<file path="src/wdt_cfg.svh">
// Timing counts, encodings and reset values for the watchdog timer
`ifndef WDT_CFG_SVH
`define WDT_CFG_SVH

`define WDT_FEED_FIRST     8'h1E
`define WDT_FEED_SECOND    8'hE1
`define WDT_SEL_W          3
`define WDT_SEL_RESET      3'h7
`define WDT_CNT_W          32
`define WDT_RST_PULSE_NS   1000
`define WDT_CLK_NS         20
`define WDT_RST_PULSE_CYC  (`WDT_RST_PULSE_NS / `WDT_CLK_NS)
`define WDT_PULSE_W        8
`define WDT_STAB_CYC       16'h0100
`define WDT_STAB_W         16

`endif

</file>
<file path="src/wdt_pkg.sv">
// Types shared by the watchdog timer
package wdt_pkg;
  typedef enum logic [1:0] {
    WDT_RUN   = 2'h0,
    WDT_PULSE = 2'h1,
    WDT_STAB  = 2'h3
  } wdt_state_t;
endpackage : wdt_pkg

</file>
<file path="src/wdt_timer.sv">
// Watchdog and interval timer with two-write feed sequence
`timescale 1ns/1ps
`include "wdt_cfg.svh"

module wdt_timer (
  // Clock and reset
  input  wire logic                  clk_in,
  input  wire logic                  reset_in,
  input  wire logic                  clk_en_in,
  // Configuration and other reset sources
  input  wire logic                  watchdog_enable_cfg_in,
  input  wire logic                  other_reset_in,
  // Tick from the independent on-chip oscillator
  input  wire logic                  wd_osc_tick_in,
  // Register writes from the CPU
  input  wire logic                  ctrl_wr_in,
  input  wire logic [`WDT_SEL_W-1:0] ctrl_sel_in,
  input  wire logic                  feed_wr_in,
  input  wire logic [7:0]            feed_data_in,
  input  wire logic                  irq_en_in,
  input  wire logic                  ovf_clr_in,
  // CPU oscillator state
  input  wire logic                  power_down_in,
  // Outputs
  output logic                       cpu_reset_out,
  output logic                       osc_restart_out,
  output logic                       irq_out,
  output logic                       ovf_flag_out,
  output logic [`WDT_SEL_W-1:0]      timeout_select_out
);

  // Expiry count for each select value, in oscillator ticks
  function automatic logic [`WDT_CNT_W-1:0] period_of(
      input logic [`WDT_SEL_W-1:0] sel);
    logic [`WDT_CNT_W-1:0] p;
    p = 32'h0000_0000;
    unique case (sel)
      3'h0: p = 32'h0000_0019; // 25 ms nominal
      3'h1: p = 32'h0000_0032;
      3'h2: p = 32'h0000_0064;
      3'h3: p = 32'h0000_00C8;
      3'h4: p = 32'h0000_0190;
      3'h5: p = 32'h0000_0320;
      3'h6: p = 32'h0000_0640;
      3'h7: p = 32'h0000_0C80; // 3.2 s nominal
    endcase
    return p;
  endfunction : period_of

  localparam logic [`WDT_PULSE_W-1:0] PULSE_CYC =
    `WDT_PULSE_W'(`WDT_RST_PULSE_CYC);

  wdt_pkg::wdt_state_t             state_ff, nxt_state;
  logic [`WDT_CNT_W-1:0]           cnt_ff, nxt_cnt;
  logic [`WDT_PULSE_W-1:0]         pulse_ff, nxt_pulse;
  logic [`WDT_STAB_W-1:0]          stab_ff, nxt_stab;
  logic [`WDT_SEL_W-1:0]           sel_ff, nxt_sel;
  logic                            locked_ff, nxt_locked;
  logic                            armed_ff, nxt_armed;
  logic                            ovf_ff, nxt_ovf;
  logic                            irq_ff, nxt_irq;
  logic                            rst_ff, nxt_rst;
  logic                            osc_ff, nxt_osc;
  logic                            feed_ok;
  logic                            expire;

  // Feed checker
  always_comb begin
    feed_ok   = 1'b0;
    nxt_armed = armed_ff;
    if (feed_wr_in) begin
      feed_ok   = armed_ff && (feed_data_in == `WDT_FEED_SECOND);
      nxt_armed = (feed_data_in == `WDT_FEED_FIRST);
    end
  end

  assign expire = (cnt_ff >= period_of(sel_ff) - 32'h0000_0001)
                  && wd_osc_tick_in;

  // Timer, control and reset sequencing
  always_comb begin
    nxt_state  = state_ff;
    nxt_cnt    = cnt_ff;
    nxt_pulse  = pulse_ff;
    nxt_stab   = stab_ff;
    nxt_sel    = sel_ff;
    nxt_locked = locked_ff;
    nxt_ovf    = ovf_ff;
    nxt_irq    = 1'b0;
    nxt_rst    = rst_ff;
    nxt_osc    = 1'b0;
    if (ctrl_wr_in && !locked_ff) begin
      nxt_sel    = ctrl_sel_in;
      nxt_locked = watchdog_enable_cfg_in;
    end
    if (ovf_clr_in)
      nxt_ovf = 1'b0;
    unique case (state_ff)
      wdt_pkg::WDT_RUN: begin
        if (other_reset_in && watchdog_enable_cfg_in) begin
          nxt_cnt = 32'h0000_0000;
        end else if (feed_ok) begin
          nxt_cnt = 32'h0000_0000;
        end else if (expire) begin
          nxt_cnt = 32'h0000_0000;
          if (watchdog_enable_cfg_in) begin
            nxt_rst   = 1'b1;
            nxt_pulse = PULSE_CYC;
            nxt_state = wdt_pkg::WDT_PULSE;
          end else begin
            nxt_ovf = 1'b1;
            nxt_irq = irq_en_in;
          end
        end else if (wd_osc_tick_in) begin
          nxt_cnt = cnt_ff + 32'h0000_0001;
        end
      end
      wdt_pkg::WDT_PULSE: begin
        nxt_pulse = pulse_ff - 8'h01;
        if (pulse_ff == 8'h01) begin
          if (power_down_in) begin
            nxt_osc   = 1'b1;
            nxt_stab  = `WDT_STAB_CYC;
            nxt_state = wdt_pkg::WDT_STAB;
          end else begin
            nxt_rst   = 1'b0;
            nxt_state = wdt_pkg::WDT_RUN;
          end
        end
      end
      wdt_pkg::WDT_STAB: begin
        nxt_osc  = 1'b1;
        nxt_stab = stab_ff - 16'h0001;
        if (stab_ff == 16'h0001) begin
          nxt_rst   = 1'b0;
          nxt_osc   = 1'b0;
          nxt_state = wdt_pkg::WDT_RUN;
        end
      end
      default: nxt_state = wdt_pkg::WDT_RUN;
    endcase
    if (nxt_rst && !rst_ff) begin
      nxt_sel    = `WDT_SEL_RESET;
      nxt_locked = 1'b0;
    end
    if (nxt_ovf && !ovf_ff)
      nxt_ovf = 1'b1; // Set wins over clear
  end

  // Registers
  always_ff @(posedge clk_in or posedge reset_in) begin
    if (reset_in) begin
      state_ff  <= wdt_pkg::WDT_RUN;
      cnt_ff    <= 32'h0000_0000;
      pulse_ff  <= 8'h00;
      stab_ff   <= 16'h0000;
      sel_ff    <= `WDT_SEL_RESET;
      locked_ff <= 1'b0;
      armed_ff  <= 1'b0;
      ovf_ff    <= 1'b0;
      irq_ff    <= 1'b0;
      rst_ff    <= 1'b0;
      osc_ff    <= 1'b0;
    end else if (clk_en_in) begin
      state_ff  <= nxt_state;
      cnt_ff    <= nxt_cnt;
      pulse_ff  <= nxt_pulse;
      stab_ff   <= nxt_stab;
      sel_ff    <= nxt_sel;
      locked_ff <= nxt_locked;
      armed_ff  <= nxt_armed;
      ovf_ff    <= nxt_ovf;
      irq_ff    <= nxt_irq;
      rst_ff    <= nxt_rst;
      osc_ff    <= nxt_osc;
    end
  end

  assign cpu_reset_out      = rst_ff;
  assign osc_restart_out    = osc_ff;
  assign irq_out            = irq_ff;
  assign ovf_flag_out       = ovf_ff;
  assign timeout_select_out = sel_ff;

endmodule : wdt_timer

</file>
<file path="config.mk">
export PLATFORM = sky130hd
export DESIGN_NAME = wdt_timer
export DESIGN_NICKNAME = d
export VERILOG_FILES = /design/src/wdt_pkg.sv /design/src/wdt_timer.sv
export VERILOG_INCLUDE_DIRS = /design/src
export SDC_FILE = /design/constraint.sdc
export NUM_CORES = 1
export LEC_CHECK = 0
export BUFFER_PORTS_ARGS = -buffer_cell sky130_fd_sc_hd__buf_2
export CAP_MARGIN = 0
export CORE_MARGIN = 3
export CORE_UTILIZATION = 50
export DETAILED_ROUTE_END_ITERATION = 12
export PLACE_DENSITY_LB_ADDON = 0.08
export REMOVE_ABC_BUFFERS = 1
export SYNTH_ARGS = -nofsm -noshare
export SYNTH_HDL_FRONTEND = slang
export SYNTH_SLANG_ARGS = --single-unit
</file>
<file path="constraint.sdc">
create_clock -name clk_in -period 3.2 [get_ports clk_in]
set_input_delay 0.16 -clock clk_in [delete_from_list [all_inputs] [get_ports clk_in]]
set_output_delay 0.16 -clock clk_in [all_outputs]
set_load 0.01 [all_outputs]
</file>
==> metrics <==
1st-iter DRT viols ~190; wire per inst 15.1 µm; layout cells sized above 1 23.4%; number of buffers created by CTS 9; DR pass1 iterations 4; cell with the most instances on the worst path nor2_1; drt drc 0; RSZ-0062 raised after global routing yes; # fillers 633; worst-path maximum fanout 5; vias per cell a little under 6; largest net degree at the start of global routing 59; Final Setup Violations 0; vias in the first global route 3278; Worst-path clk slew 0.08 ns; clock power share 27.2%; Crit. End Element flop; Pwr Total 3.58 mW; die width 96.1 µm; initial antenna violation count 0; Achievable Freq 0.316 GHz; Yosys reg bits 67; Starting Density 52.0%; critical-path cell list inv_2 -> ha_4 -> buf_4 -> nor3_1 -> xnor2_1 -> nor2_1 -> ha_1 -> o21a_1 -> nor2_1 -> or4_4 -> and3_4 -> or3_4 -> o32ai_2; leakage power 2.30 nW; syn avg cell area 8.83 µm²; Setup CP Type flop to flop; internal cell power roughly 2.3 mW; asr flop ratio synth 100%; detailed-route wire length 9.48 mm; largest area contributor in the netlist dfrtp_1; Max-Cap Viols 0; ys flop type dfrtp_1; Synth Instances 460; peak supply drop 0.493 mV; NetSw 1.29 mW; Hold Path Class input pin to flop; critical path required time about 3.5 ns; GR Overflow Total 0; GPL Wtd Cong roughly 0.85; GRT Resource Usage Total between 20% and 30%; register area share after synthesis between 40% and 50%; Non-Filler Instances 628; cell area power density ~710 nW/µm²; die height 96.1 µm; Post-DP HPWL 6.67 mm; H-tree levels 3; period utilisation layout 98.7%; routed vias 3637; worst-skew pair later-pin latency roughly 0.34 ns; Startpoint Class flop; I/O pin cnt 29; Slew Limit Fails 0; worst slew pin tran 1.16 ns; row cnt 32; top-area cell type share of the netlist area 39.4%; Netlist cell types 59; Slew Limit Headroom 22.3%; combinational share of power 38.0%; first-pass GRT wire length approximately 16 mm; fin util 64.3%; Mapped Area 4060 µm²; sw frac between 30% and 40%; core area roughly 7800 µm²; Final nets 564; Reg power frac around a third; antenna-violating nets left 0; Layout area overhead 23.7%; Post-synth EDFFs 0; dominant cells by area after synthesis dfrtp_1 39%, ha_1 6.5%, nor2_1 5.7%; CP max-delay cell dfstp_2; CTS Sinks 67; status completed; Root Buffer clkbuf_8; critical path arrival 3.41 ns; minimum clock period about 3.2 ns; I/O Buffers 28; Placed Cells 601; diodes inserted 0; Max Root-Sink Buffers 2; die area 9240 µm²; max incr delay on CP 0.55 ns; yosys warns 0; clock skew between 0.008 and 0.009 ns; CTS tree yes; Fin. Hold Viols 0
## critical path: cells and delay by family, from the launching register on
family	cells	cell delay [ns]
buffers and inverters	2	0.21
adder cells (fa/ha/maj)	2	0.43
XOR/XNOR	1	0.15
AO/OA/AOI/OAI	2	0.31
flip-flops	1	0.55
AND/OR/NAND/NOR	6	1.40
## what timing repair did
action	4_1_cts	5_1_grt
pin swaps	8	6
hold endpoints to repair	9	0
hold buffers	1	0
setup buffers	2	8
setup endpoints to repair	40	46
resized for setup	18	34
## Yosys cell counts, types with 2 or more instances
| master | number |
|---|---|
| clkbuf_1 | 8 |
| nand4_1 | 8 |
| or4_4 | 2 |
| a21oi_1 | 15 |
| nand2_1 | 44 |
| a41oi_1 | 3 |
| or4_1 | 3 |
| mux2i_1 | 8 |
| nor4_1 | 10 |
| nor3_1 | 13 |
| inv_1 | 17 |
| dfrtp_1 | 64 |
| and4_1 | 5 |
| o41ai_1 | 3 |
| buf_2 | 3 |
| and3_1 | 12 |
| or3_1 | 5 |
| and2_1 | 4 |
| xor2_1 | 11 |
| a21o_1 | 5 |
| o31ai_1 | 6 |
| a31oi_1 | 8 |
| o21a_1 | 2 |
| nand3b_1 | 3 |
| xnor2_1 | 6 |
| o21ai_0 | 44 |
| nor2b_1 | 5 |
| nand2b_1 | 10 |
| nor2_1 | 62 |
| a22o_1 | 4 |
| dfstp_2 | 3 |
| nand3_1 | 17 |
| ha_1 | 21 |
## worst paths after layout
kind,startpoint,end,slack (ns),cells after the start
hold / removal,ctrl_sel_in[2],timeout_select_out[2],0.06,3
hold reg to reg,armed_ff,armed_ff,0.49,1
setup reg to reg,timeout_select_out[1],irq_out,0.04,13
setup / recovery,timeout_select_out[1],irq_out,0.04,13
max in group asynchronous,reset_in,cnt_ff[1],1.95,4
min in group asynchronous,reset_in,stab_ff[4],0.27,3
## metal layers
metal,part of all wire (%),global-route usage [%],wire (µm),up-vias
met5,0,0,0,-
met4,0.51,4.86,48,0
met3,3.4,5.16,326,5
met2,48,34.3,4550,62
met1,48,30.4,4550,1773
li1,-,-,-,1797
## cells in the final DEF, fill, tap and decap left out, types with 9 or more instances in the layout
cell / Yosys / final
a21oi_1: 15 / 14
and3_1: 12 / 11
buf_2: 3 / 28
buf_4: 0 / 25
clkbuf_8: 0 / 9
dfrtp_1: 64 / 64
ha_1: 21 / 18
inv_1: 17 / 13
nand2_1: 44 / 39
nand3_1: 17 / 17
nor2_1: 62 / 58
nor3_1: 13 / 13
nor4_1: 10 / 9
o21ai_0: 44 / 36
xor2_1: 11 / 11
## metrics by stage
stage,hold slack [ns],TNS [ns],cell area (µm²),worst slack (ns)
after detailed placement,0.0895,-3.50,4460,-0.207
after CTS,0.0257,0,4820,0.0146
final,0.0568,0,5020,0.0403
after floorplan,0.247,-7.48,4010,-0.256
after global routing,0.0696,-2.99,5020,-0.142
after global placement,0.0803,-0.504,4460,-0.0861
## flip-flops by register name, summed over array words and instances, names as in the netlist
name,cells
pulse_ff,8
cnt_ff,32
cpu_reset_out,1
state_ff,2
ovf_flag_out,1
irq_out,1
osc_restart_out,1
timeout_select_out,3
armed_ff,1
stab_ff,16
locked_ff,1
## cell families (layout without fill, tap and decap cells)
family	count (synthesis)	count (layout)	synth area share, %
AOI/OAI and AO/OA	105	105	16.6
xor gates and xnor gates	17	17	3.67
adders and majority gates	21	21	6.47
buffers and inverters	29	95	2.96
DFF	67	67	41.4
muxes	9	9	2.25
and+or+nand+nor	212	212	26.6
## power by group through the flow
stage	clock [mW]	sequential (mW)	combinational, mW
final	0.974	1.25	1.36
after global routing	1.03	1.28	1.52
after floorplan	0	1.21	0.823
after global placement	0	1.23	1.14
after CTS	0.989	1.23	1.21
after detailed placement	0	1.24	1.17
## cell type report
cell class                      count  area (µm²)  area share [%]
Clock buffer                        9         124            2.47
Tap cell                          102         128            2.54
Clock inverter                      7         149            2.96
Multi-Input combinational cell    364        2430            48.4
Inverter                           17        63.8            1.27
Timing Repair Buffer               62         445            8.87
Sequential cell                    67        1680            33.5
(Power assumes the default switching activity.)
